### src/fbmrc_pkg.sv
// Constants shared by the boot-mode, reset and flash sequencing block.
`default_nettype none
package fbmrc_pkg;
  localparam int CLK_FREQ_MHZ = 125;
  localparam int DATA_W = 32;
  localparam int TMR_W = 24;
  localparam int ADDR_W = 4;
  localparam int NUM_BLOCKS = 4;
  localparam int CMD_W = 4;
  localparam int GEAR_W = 3;

  // Typical self-timed operation lengths and read recovery time.
  localparam int PROG_TIME_US = 1250;
  localparam int ERASE_TIME_MS = 100;
  localparam int RECOVER_TIME_MS = 2;
  localparam logic [TMR_W-1:0] PROG_CYC =
    TMR_W'(PROG_TIME_US * CLK_FREQ_MHZ);
  localparam logic [TMR_W-1:0] ERASE_CYC =
    TMR_W'(ERASE_TIME_MS * 1000 * CLK_FREQ_MHZ);
  localparam logic [TMR_W-1:0] RECOVER_CYC =
    TMR_W'(RECOVER_TIME_MS * 1000 * CLK_FREQ_MHZ);

  // Clock gear codes; the undivided ratio is forced by every reset.
  localparam logic [GEAR_W-1:0] GEAR_1_1 = 3'h0;

  // Reset values and the erased word value.
  localparam logic PIN_RST_N_RST = 1'b0;
  localparam logic STRAP_RST = 1'b1;
  localparam logic [DATA_W-1:0] ERASED_WORD = 32'hffffffff;

  // Field positions of the status word returned while an operation runs.
  localparam int POLL_BIT = 7;
  localparam int TOGGLE_BIT = 6;

  // Command codes.
  localparam logic [CMD_W-1:0] CMD_PROGRAM = 4'h1;
  localparam logic [CMD_W-1:0] CMD_BLOCK_ERASE = 4'h2;
  localparam logic [CMD_W-1:0] CMD_CHIP_ERASE = 4'h3;
  localparam logic [CMD_W-1:0] CMD_PROTECT = 4'h4;
  localparam logic [CMD_W-1:0] CMD_READ_LOCK = 4'h5;
  localparam logic [CMD_W-1:0] CMD_PROT_CLEAR = 4'h6;
  localparam logic [CMD_W-1:0] CMD_SUSPEND = 4'h7;
  localparam logic [CMD_W-1:0] CMD_RESUME = 4'h8;

  typedef enum logic [2:0] {
    ST_IDLE = 3'b001,
    ST_PROG = 3'b010,
    ST_ERASE = 3'b100
  } fbmrc_state_t;
endpackage : fbmrc_pkg
`default_nettype wire

### src/fbmrc_tmr_if.sv
// Load and completion signals between a controller and its interval timer.
`default_nettype none
interface fbmrc_tmr_if #(parameter int W = 24);
  logic load;
  logic [W-1:0] count;
  logic busy;
  logic done;
  modport ctl (output load, output count, input busy, input done);
  modport cnt (input load, input count, output busy, output done);
endinterface : fbmrc_tmr_if
`default_nettype wire

### src/fbmrc_sync.sv
// Two-stage synchroniser for pin inputs.
`default_nettype none
module fbmrc_sync #(
  parameter int WIDTH = 1,
  parameter logic [WIDTH-1:0] RST_VAL = '0
) (
  input wire logic clk_i,
  input wire logic rst_i,
  input wire logic [WIDTH-1:0] d_i,
  output logic [WIDTH-1:0] q_o
);
  logic [WIDTH-1:0] meta_ff;
  logic [WIDTH-1:0] q_ff;

  always_ff @(posedge clk_i) begin
    if (rst_i) begin
      meta_ff <= RST_VAL;
      q_ff <= RST_VAL;
    end else begin
      meta_ff <= d_i;
      q_ff <= meta_ff;
    end
  end

  assign q_o = q_ff;
endmodule : fbmrc_sync
`default_nettype wire

### src/fbmrc_timer.sv
// Loadable down-counter that pulses done when its interval runs out.
`default_nettype none
module fbmrc_timer #(
  parameter int W = 24
) (
  input wire logic clk_i,
  input wire logic rst_i,
  fbmrc_tmr_if.cnt tmr
);
  logic [W-1:0] cnt_ff;
  logic done_ff;
  wire last = (cnt_ff == W'(1));
  wire [W-1:0] load_val = (tmr.count == '0) ? W'(1) : tmr.count;

  always_ff @(posedge clk_i) begin
    if (rst_i) begin
      cnt_ff <= '0;
      done_ff <= 1'b0;
    end else begin
      done_ff <= last & ~tmr.load;
      if (tmr.load) begin
        cnt_ff <= load_val;
      end else if (cnt_ff != '0) begin
        cnt_ff <= cnt_ff - W'(1);
      end
    end
  end

  assign tmr.busy = (cnt_ff != '0);
  assign tmr.done = done_ff;
endmodule : fbmrc_timer
`default_nettype wire

### src/fbmrc_top.sv
// Reset, start-up source selection and self-timed flash array control.
`default_nettype none

// Overview of operation
// - Strap level during reset picks start-up mode.
// - Strap low at release boots masked ROM.
// - Single-chip mode fetches first from flash.
// - Single-boot mode starts in serial-rewrite ROM.
// - Every reset restores undivided clock gear.
// - Interrupted operation blocks reads about 2 ms.
// - No array reads during erase or write.
// - Array times program and erase itself.
// - Program, chip and block erase, polling status.
// - Block protection only by software command.
// - No erase suspend or resume.
// - Read lock hides contents from external readers.
module fbmrc_top #(
  parameter int DEPTH = 16,
  parameter logic [fbmrc_pkg::TMR_W-1:0] PROG_CYCLES =
    fbmrc_pkg::PROG_CYC,
  parameter logic [fbmrc_pkg::TMR_W-1:0] ERASE_CYCLES =
    fbmrc_pkg::ERASE_CYC,
  parameter logic [fbmrc_pkg::TMR_W-1:0] RECOVER_CYCLES =
    fbmrc_pkg::RECOVER_CYC
) (
  input wire logic SYS_CLK_I,
  input wire logic RESET_I,
  input wire logic RESET_N_PIN_I,
  input wire logic PORT_F_LINE_ZERO_I,
  input wire logic GEAR_WR_I,
  input wire logic [fbmrc_pkg::GEAR_W-1:0] GEAR_SEL_I,
  input wire logic CMD_VALID_I,
  input wire logic [fbmrc_pkg::CMD_W-1:0] CMD_CODE_I,
  input wire logic [fbmrc_pkg::ADDR_W-1:0] CMD_ADDR_I,
  input wire logic [fbmrc_pkg::DATA_W-1:0] CMD_DATA_I,
  input wire logic RD_REQ_I,
  input wire logic RD_EXT_I,
  input wire logic [fbmrc_pkg::ADDR_W-1:0] RD_ADDR_I,
  output logic CMD_READY_O,
  output logic CMD_REFUSED_O,
  output logic RD_VALID_O,
  output logic RD_DENIED_O,
  output logic [fbmrc_pkg::DATA_W-1:0] RD_DATA_O,
  output logic CORE_RESET_O,
  output logic BOOT_FROM_ROM_O,
  output logic [fbmrc_pkg::GEAR_W-1:0] CLK_GEAR_O,
  output logic FLASH_BUSY_O,
  output logic FLASH_READ_READY_O,
  output logic [fbmrc_pkg::NUM_BLOCKS-1:0] PROTECT_O,
  output logic READ_LOCK_O
);
  localparam int AW = fbmrc_pkg::ADDR_W;
  localparam int DW = fbmrc_pkg::DATA_W;
  localparam int NB = fbmrc_pkg::NUM_BLOCKS;
  localparam int BW = $clog2(NB);
  localparam int TW = fbmrc_pkg::TMR_W;

  // The block index is the top address bits, used for commands and words.
  function automatic logic [BW-1:0] fn_blk(input logic [AW-1:0] addr);
    fn_blk = addr[AW-1 -: BW];
  endfunction : fn_blk

  // Pin synchronisation.
  logic [1:0] pin_s;
  wire pin_rst_n_s = pin_s[0];
  wire strap_s = pin_s[1];

  fbmrc_sync #(
    .WIDTH(2),
    .RST_VAL({fbmrc_pkg::STRAP_RST, fbmrc_pkg::PIN_RST_N_RST})
  ) u_pin_sync (
    .clk_i(SYS_CLK_I),
    .rst_i(RESET_I),
    .d_i({PORT_F_LINE_ZERO_I, RESET_N_PIN_I}),
    .q_o(pin_s)
  );

  // The pin is taken as reset for as long as it is low; the hold times of
  // the driver are what make the reset, and the clear, trustworthy.
  wire rst_any = RESET_I | ~pin_rst_n_s;

  // Start-up source and clock gear.
  logic boot_rom_ff;
  logic [fbmrc_pkg::GEAR_W-1:0] gear_ff;

  // The strap is followed all through reset, so the value held is the one
  // seen on the last edge before release.
  always_ff @(posedge SYS_CLK_I) begin
    if (rst_any) begin
      boot_rom_ff <= ~strap_s;
    end
  end

  always_ff @(posedge SYS_CLK_I) begin
    if (rst_any) begin
      gear_ff <= fbmrc_pkg::GEAR_1_1;
    end else if (GEAR_WR_I) begin
      gear_ff <= GEAR_SEL_I;
    end
  end

  // Timers.
  fbmrc_tmr_if #(.W(TW)) op_tmr ();
  fbmrc_tmr_if #(.W(TW)) rec_tmr ();

  fbmrc_timer #(.W(TW)) u_op_timer (
    .clk_i(SYS_CLK_I),
    .rst_i(rst_any),
    .tmr(op_tmr)
  );

  fbmrc_timer #(.W(TW)) u_rec_timer (
    .clk_i(SYS_CLK_I),
    .rst_i(rst_any),
    .tmr(rec_tmr)
  );

  // Operation state.
  fbmrc_pkg::fbmrc_state_t st_ff;
  fbmrc_pkg::fbmrc_state_t nxt_st;
  logic [AW-1:0] tgt_addr_ff;
  logic [DW-1:0] tgt_data_ff;
  logic [BW-1:0] eblk_ff;
  logic all_ff;
  logic clr_prot_ff;
  logic [NB-1:0] prot_ff;
  logic lock_ff;
  logic intr_ff;
  logic toggle_ff;
  logic refused_ff;
  logic rd_valid_ff;
  logic rd_denied_ff;
  logic [DW-1:0] rd_data_ff;

  wire idle = (st_ff == fbmrc_pkg::ST_IDLE);
  wire busy = ~idle;
  wire op_done = op_tmr.done & busy;

  // Command decode.
  wire [BW-1:0] cmd_blk = fn_blk(CMD_ADDR_I);
  wire cmd_go = CMD_VALID_I & CMD_READY_O;
  wire is_prog = (CMD_CODE_I == fbmrc_pkg::CMD_PROGRAM);
  wire is_berase = (CMD_CODE_I == fbmrc_pkg::CMD_BLOCK_ERASE);
  wire is_cerase = (CMD_CODE_I == fbmrc_pkg::CMD_CHIP_ERASE);
  wire is_prot = (CMD_CODE_I == fbmrc_pkg::CMD_PROTECT);
  wire is_lock = (CMD_CODE_I == fbmrc_pkg::CMD_READ_LOCK);
  wire is_pclr = (CMD_CODE_I == fbmrc_pkg::CMD_PROT_CLEAR);
  wire known = is_prog | is_berase | is_cerase | is_prot | is_lock |
               is_pclr;
  wire blk_locked = prot_ff[cmd_blk];

  // Suspend and resume are not known codes, so they are always refused.
  wire bad_cmd = ~known |
                 ((is_prog | is_berase) & blk_locked) |
                 (is_cerase & (|prot_ff));
  wire refuse = cmd_go & bad_cmd;
  wire accept = cmd_go & ~bad_cmd;
  wire start_prog = accept & is_prog;
  wire start_erase = accept & (is_berase | is_cerase | is_pclr);

  // Operation length; software only starts it, the array times it.
  assign op_tmr.load = start_prog | start_erase;
  assign op_tmr.count = is_prog ? PROG_CYCLES : ERASE_CYCLES;

  always_comb begin
    nxt_st = st_ff;
    unique case (st_ff)
      fbmrc_pkg::ST_IDLE: begin
        if (start_prog) begin
          nxt_st = fbmrc_pkg::ST_PROG;
        end else if (start_erase) begin
          nxt_st = fbmrc_pkg::ST_ERASE;
        end
      end
      // An erase ends only at completion or by reset.
      fbmrc_pkg::ST_PROG, fbmrc_pkg::ST_ERASE: begin
        if (op_done) begin
          nxt_st = fbmrc_pkg::ST_IDLE;
        end
      end
      default: begin
        nxt_st = fbmrc_pkg::ST_IDLE;
      end
    endcase
  end

  always_ff @(posedge SYS_CLK_I) begin
    if (rst_any) begin
      st_ff <= fbmrc_pkg::ST_IDLE;
    end else begin
      st_ff <= nxt_st;
    end
  end

  always_ff @(posedge SYS_CLK_I) begin
    if (rst_any) begin
      tgt_addr_ff <= '0;
      tgt_data_ff <= '0;
      eblk_ff <= '0;
      all_ff <= 1'b0;
      clr_prot_ff <= 1'b0;
    end else if (accept) begin
      tgt_addr_ff <= CMD_ADDR_I;
      tgt_data_ff <= CMD_DATA_I;
      eblk_ff <= cmd_blk;
      all_ff <= is_cerase | is_pclr;
      clr_prot_ff <= is_pclr;
    end
  end

  // Protection stands for the non-volatile bits: a pin reset leaves it, only power-on
  // and the clear command clear it, and only commands set it, as there is no voltage method.
  always_ff @(posedge SYS_CLK_I) begin
    if (RESET_I) begin
      prot_ff <= '0;
      lock_ff <= 1'b0;
    end else if (op_done & clr_prot_ff) begin
      prot_ff <= '0;
      lock_ff <= 1'b0;
    end else if (accept & is_prot) begin
      prot_ff[cmd_blk] <= 1'b1;
    end else if (accept & is_lock) begin
      lock_ff <= 1'b1;
    end
  end

  // A pin reset that cuts an operation short starts the read recovery delay.
  always_ff @(posedge SYS_CLK_I) begin
    if (RESET_I) begin
      intr_ff <= 1'b0;
    end else if (rst_any & busy) begin
      intr_ff <= 1'b1;
    end else if (rec_tmr.load) begin
      intr_ff <= 1'b0;
    end
  end

  assign rec_tmr.load = intr_ff & ~rst_any;
  assign rec_tmr.count = RECOVER_CYCLES;
  wire read_ready = ~rst_any & ~intr_ff & ~rec_tmr.busy;

  // Array words, each updated only when its operation completes.
  logic [DW-1:0] word [DEPTH];

  for (genvar g = 0; g < DEPTH; g++) begin : g_word
    logic [DW-1:0] word_ff;
    wire [AW-1:0] waddr = AW'(g);
    wire hit_erase = op_done & (st_ff == fbmrc_pkg::ST_ERASE) &
                     (all_ff | (fn_blk(waddr) == eblk_ff));
    wire hit_prog = op_done & (st_ff == fbmrc_pkg::ST_PROG) &
                    (tgt_addr_ff == waddr);

    // Programming can only clear bits; a set bit needs an erase.
    always_ff @(posedge SYS_CLK_I) begin
      if (hit_erase) begin
        word_ff <= fbmrc_pkg::ERASED_WORD;
      end else if (hit_prog) begin
        word_ff <= word_ff & tgt_data_ff;
      end
    end

    assign word[g] = word_ff;
  end

  // Status word served instead of array data while an operation runs.
  wire poll_bit = (st_ff == fbmrc_pkg::ST_PROG) ?
                  ~tgt_data_ff[fbmrc_pkg::POLL_BIT] : 1'b0;
  logic [DW-1:0] poll_word;

  always_comb begin
    poll_word = '0;
    poll_word[fbmrc_pkg::POLL_BIT] = poll_bit;
    poll_word[fbmrc_pkg::TOGGLE_BIT] = toggle_ff;
  end

  wire rd_deny = ~read_ready | (RD_EXT_I & lock_ff);

  always_ff @(posedge SYS_CLK_I) begin
    if (rst_any) begin
      toggle_ff <= 1'b0;
    end else if (RD_REQ_I & busy & ~rd_deny) begin
      toggle_ff <= ~toggle_ff;
    end
  end

  always_ff @(posedge SYS_CLK_I) begin
    if (rst_any) begin
      rd_valid_ff <= 1'b0;
      rd_denied_ff <= 1'b0;
      rd_data_ff <= '0;
      refused_ff <= 1'b0;
    end else begin
      rd_valid_ff <= RD_REQ_I;
      rd_denied_ff <= RD_REQ_I & rd_deny;
      refused_ff <= refuse;
      if (RD_REQ_I & rd_deny) begin
        rd_data_ff <= '0;
      end else if (RD_REQ_I & busy) begin
        rd_data_ff <= poll_word;
      end else if (RD_REQ_I) begin
        rd_data_ff <= word[RD_ADDR_I];
      end
    end
  end

  // Code that drives an operation must run outside the array, since any
  // read of the array in that time returns the status word, or zero if denied.
  assign CMD_READY_O = idle & ~rst_any;
  assign CMD_REFUSED_O = refused_ff;
  assign RD_VALID_O = rd_valid_ff;
  assign RD_DENIED_O = rd_denied_ff;
  assign RD_DATA_O = rd_data_ff;
  assign CORE_RESET_O = rst_any;
  assign BOOT_FROM_ROM_O = boot_rom_ff;
  assign CLK_GEAR_O = gear_ff;
  assign FLASH_BUSY_O = busy;
  assign FLASH_READ_READY_O = read_ready & idle;
  assign PROTECT_O = prot_ff;
  assign READ_LOCK_O = lock_ff;
endmodule : fbmrc_top
`default_nettype wire
### config.mk
export PLATFORM = sky130hd
export DESIGN_NAME = fbmrc_top
export DESIGN_NICKNAME = d
export VERILOG_FILES = /design/src/fbmrc_pkg.sv /design/src/fbmrc_tmr_if.sv /design/src/fbmrc_sync.sv /design/src/fbmrc_timer.sv /design/src/fbmrc_top.sv
export SDC_FILE = /design/constraint.sdc
export NUM_CORES = 1
export LEC_CHECK = 0
export BUFFER_PORTS_ARGS = -buffer_cell sky130_fd_sc_hd__clkbuf_2
export CORE_MARGIN = 3
export CORE_UTILIZATION = 65
export CTS_BUF_LIST = sky130_fd_sc_hd__clkbuf_4
export DETAILED_ROUTE_END_ITERATION = 10
export GPL_ROUTABILITY_DRIVEN = 0
export PLACE_DENSITY = 0.84
export SETUP_SLACK_MARGIN = 0.02
export SYNTH_ARGS = -nofsm -noshare
export SYNTH_HDL_FRONTEND = slang
export SYNTH_SLANG_ARGS = --single-unit
export TNS_END_PERCENT = 5
### constraint.sdc
create_clock -name SYS_CLK_I -period 5.1 [get_ports SYS_CLK_I]
set_input_delay 1.02 -clock SYS_CLK_I [delete_from_list [all_inputs] [get_ports SYS_CLK_I]]
set_output_delay 1.02 -clock SYS_CLK_I [all_outputs]
set_load 0.01 [all_outputs]
==> metrics.yaml <==
outcome:
  result_of_the_run: "complete, no violations"
global_routing:
  globalRouteTotalUtil_pct: 32.51
  grt_overflow: 0
  grt_antenna_before_repair: 1
  maximum_number_of_pins_on_one_net_before_global_route_repair: 101
  number_of_global_route_vias_before_repair: 20991
  grt_pass1_wl_um: 106600
placement:
  placement.cell_area_um2: 25660
  portBuffers: 102
  dp.final_hpwl_um: 36760
  pre_cts_ws_ns: 1.626
power_and_ir_drop:
  power_density_nw_per_um2: 485.8
  worst_ir_drop_vdd_mv: 0.5912
  power_switching_share_pct: 32.85
  combPwrFrac_pct: 29.0
  totalPowerFinal_mw: 13.42
  power.share.sequential_pct: 39.8
  power_switching_mw: 4.408
  power_frac_clock_pct: 31.2
  internal_power_mw: 9.010
  total_leakage_power_nw: 13.32
job:
  drv_cap: 0
clock_tree:
  htree_num_levels: 4
  max-clock-path-buffers: 3
  numCtsBuffers: 158
  cts_setup_buffers: 0
  clkLatencyLatePin_ns: 0.87
  clock_tree_from_tritoncts: "yes"
  ctsHoldBuffers: 0
  cts.sink_count: 652
  cts-resized-gates: 0
  clk_transition_reported_paths_ns: 0.06
  clock_tree.root_cell: "sky130_fd_sc_hd__clkbuf_4"
synthesis:
  syn_nets: 2683
  synthArstFlopShare_pct: 0
  synth_edf_count: 1
  post_synthesis_cell_area_um2: 25020
  post_synth.cell_area_avg_um2: 9.532
  post_synth_num_cell_types: 56
  synth_cells: 2625
  ys_dominant_reg_cell: "sky130_fd_sc_hd__dfxtp_1"
  yosys_register_bits: 652
  seq_area_frac_synth_pct: 52.21
  synth.yosys.warnings: 0
route:
  vias: 20792
  detailedRoute.firstPassIterationCount: 6
  initialDrtViolationCount: 2173
  antenna_violating_nets_post_route: 0
  route.detailed.wl_per_inst_um: 20.21
  route.final.wire_length_um: 67250
  detail_route.drc_violations: 0
  vias_per_cell: 6.248
setup_path:
  rr_worst_depth: 6
  crit_path_end_kind: "primary output"
  crit_required_ns: 4.08
  critical_path.max_fanout: 8
  cp.arrival_ns: 3.08
  setup.worst_path.class: "flop to primary output"
  worstSetupStartpointType: "flop"
sta:
  timing.max_slew.rel_slack_pct: 7.185
  final_hold_viol_count: 0
  timing.setup.tns_ns: 0
  final_critical_path_setup_slack_ns: 0.9951
  fin_crit_ns: 4.105
  rsz0062_at_grt: "no"
  hold-worst-slack_ns: 0.3800
  slew_violations: 0
  worst-slew-pin-transition_ns: 1.386
  finalSetupViolCount: 0
  timing.clock.skew_ns: 0.05807
  timing.fmax_ghz: 0.2436
  finalCritPeriodShare_pct: 80.49
final_layout:
  drive_gt1_share_pct: 20.81
  layout_commonest_cell: "sky130_fd_sc_hd__dfxtp_1"
  finalNetCount: 2759
  synthToLayoutAreaGrowth_pct: 10.38
  layout_common_cells: "sky130_fd_sc_hd__dfxtp_1 (651), sky130_fd_sc_hd__nand2_1 (626), sky130_fd_sc_hd__o21ai_0 (521)"
  stdcell_area_um2: 27620
floorplanning:
  core_area_um2: 37840
  number_of_standard_cell_rows_in_the_floorplan: 71
  die_width_um: 202.2
  fp.dieH_um: 202.2
  floorplan.io_pins: 103
  initial_utilization_pct: 66.12
  dieArea_um2: 40880
hold_path:
  holdCritPathClass: "input pin to flop"
  holdPathStages: 2
flip-flops by register name, indices dropped and copies added, names as in the netlist, 2 cells and up:
register and count:
st_ff 3, u_rec_timer.cnt_ff 24, g_word.word_ff 512, PROTECT_O 4, u_pin_sync.meta_ff 2, tgt_addr_ff 4
u_op_timer.cnt_ff 24, RD_DATA_O 32, CLK_GEAR_O 3, u_pin_sync.q_o 2, tgt_data_ff 32
area by class of cell:
class	count	area, µm²
Inverter	11	41.29
Clock buffer	220	1652
Multi-Input combinational cell	1753	11200
Antenna cell	1	2.502
Clock inverter	55	300.3
Timing Repair Buffer	125	719.4
Sequential cell	652	13060
Fill cell	2650	10220
Tap cell	511	639.4
stage by stage:
stage / std cells / utilization [%]
2_1_floorplan: 2625 / -
3_3_place_gp: 3052 / 67.82
3_5_place_dp: 3052 / 67.82
4_1_cts: 3327 / 72.97
5_1_grt: 3328 / 72.98
6_report: 3328 / 72.98
layer usage:
layer,up-vias,share of wire [%],global-route usage [%],wire [µm]
li1,9324,-,-,-
met1,9956,37,40.25,25160
met2,1268,48,53.78,32070
met3,244,10,6.555,6978
met4,0,4.5,17.87,3037
met5,-,0,0,0
worst max-delay path, cell delays in order, from the launching register on:
cell                       delay [ns]
sky130_fd_sc_hd__dfxtp_1         0.35
sky130_fd_sc_hd__or4_4           0.59
sky130_fd_sc_hd__or3_4           0.41
sky130_fd_sc_hd__or3_1           0.52
sky130_fd_sc_hd__nor3_1          0.22
sky130_fd_sc_hd__clkbuf_2        0.16
kinds of logic after synthesis:
group | synth area share [%]
buffers and inverters | 3.435
XOR/XNOR | 1.470
multiplexers | 14.56
AO/OA/AOI/OAI | 13.60
flip-flops | 52.21
adder cells (fa/ha/maj) | 0.1500
AND/OR/NAND/NOR | 14.58
final timing paths:
check	from	to	slack, ns
worst max-delay path	u_rec_timer.cnt_ff[4]$_SDFFE_PP0P_	FLASH_READ_READY_O	1.0
worst min-delay path	PORT_F_LINE_ZERO_I	u_pin_sync.meta_ff[1]$_SDFF_PP1_	0.38
worst max register to register	st_ff[1]$_SDFFE_PP0P_	g_word[9].word_ff[5]$_SDFFE_PP1P_	1.81
worst min register to register	u_pin_sync.q_o[0]$_SDFF_PP0_	intr_ff$_SDFFE_PP0P_	0.41
power groups by stage:
stage               registers, mW  clock network [mW]  logic, mW
floorplan                    5.47                   0       4.02
global placement             5.44                   0       3.67
detailed placement           5.45                   0       3.77
CTS                          5.33                4.23       3.83
global route                 5.35                4.50       4.31
finish                       5.34                4.19       3.89
synthesized netlist by cell type (7+ instances only):
cell type                  number  share of area [%]
sky130_fd_sc_hd__nor2_1        84                1.3
sky130_fd_sc_hd__nor3_1        23               0.46
sky130_fd_sc_hd__o21ai_0      525                 11
sky130_fd_sc_hd__buf_1         17               0.26
sky130_fd_sc_hd__a31oi_1        7               0.18
sky130_fd_sc_hd__xor2_1        21               0.74
sky130_fd_sc_hd__clkbuf_1     185                2.8
sky130_fd_sc_hd__nand3_1        8               0.16
sky130_fd_sc_hd__mux2_2        60                2.7
sky130_fd_sc_hd__xnor2_1       21               0.74
sky130_fd_sc_hd__dfxtp_1      651                 52
sky130_fd_sc_hd__a221oi_1      30                1.1
sky130_fd_sc_hd__or3_1          9               0.23
sky130_fd_sc_hd__nor2b_1       38               0.95
sky130_fd_sc_hd__a21oi_1       67                1.3
sky130_fd_sc_hd__inv_1          9               0.14
sky130_fd_sc_hd__mux4_2       130                 12
sky130_fd_sc_hd__nand2_1      642                9.6
sky130_fd_sc_hd__nor4_1        16               0.40
Note: power is estimated with default switching activity, not from simulation.
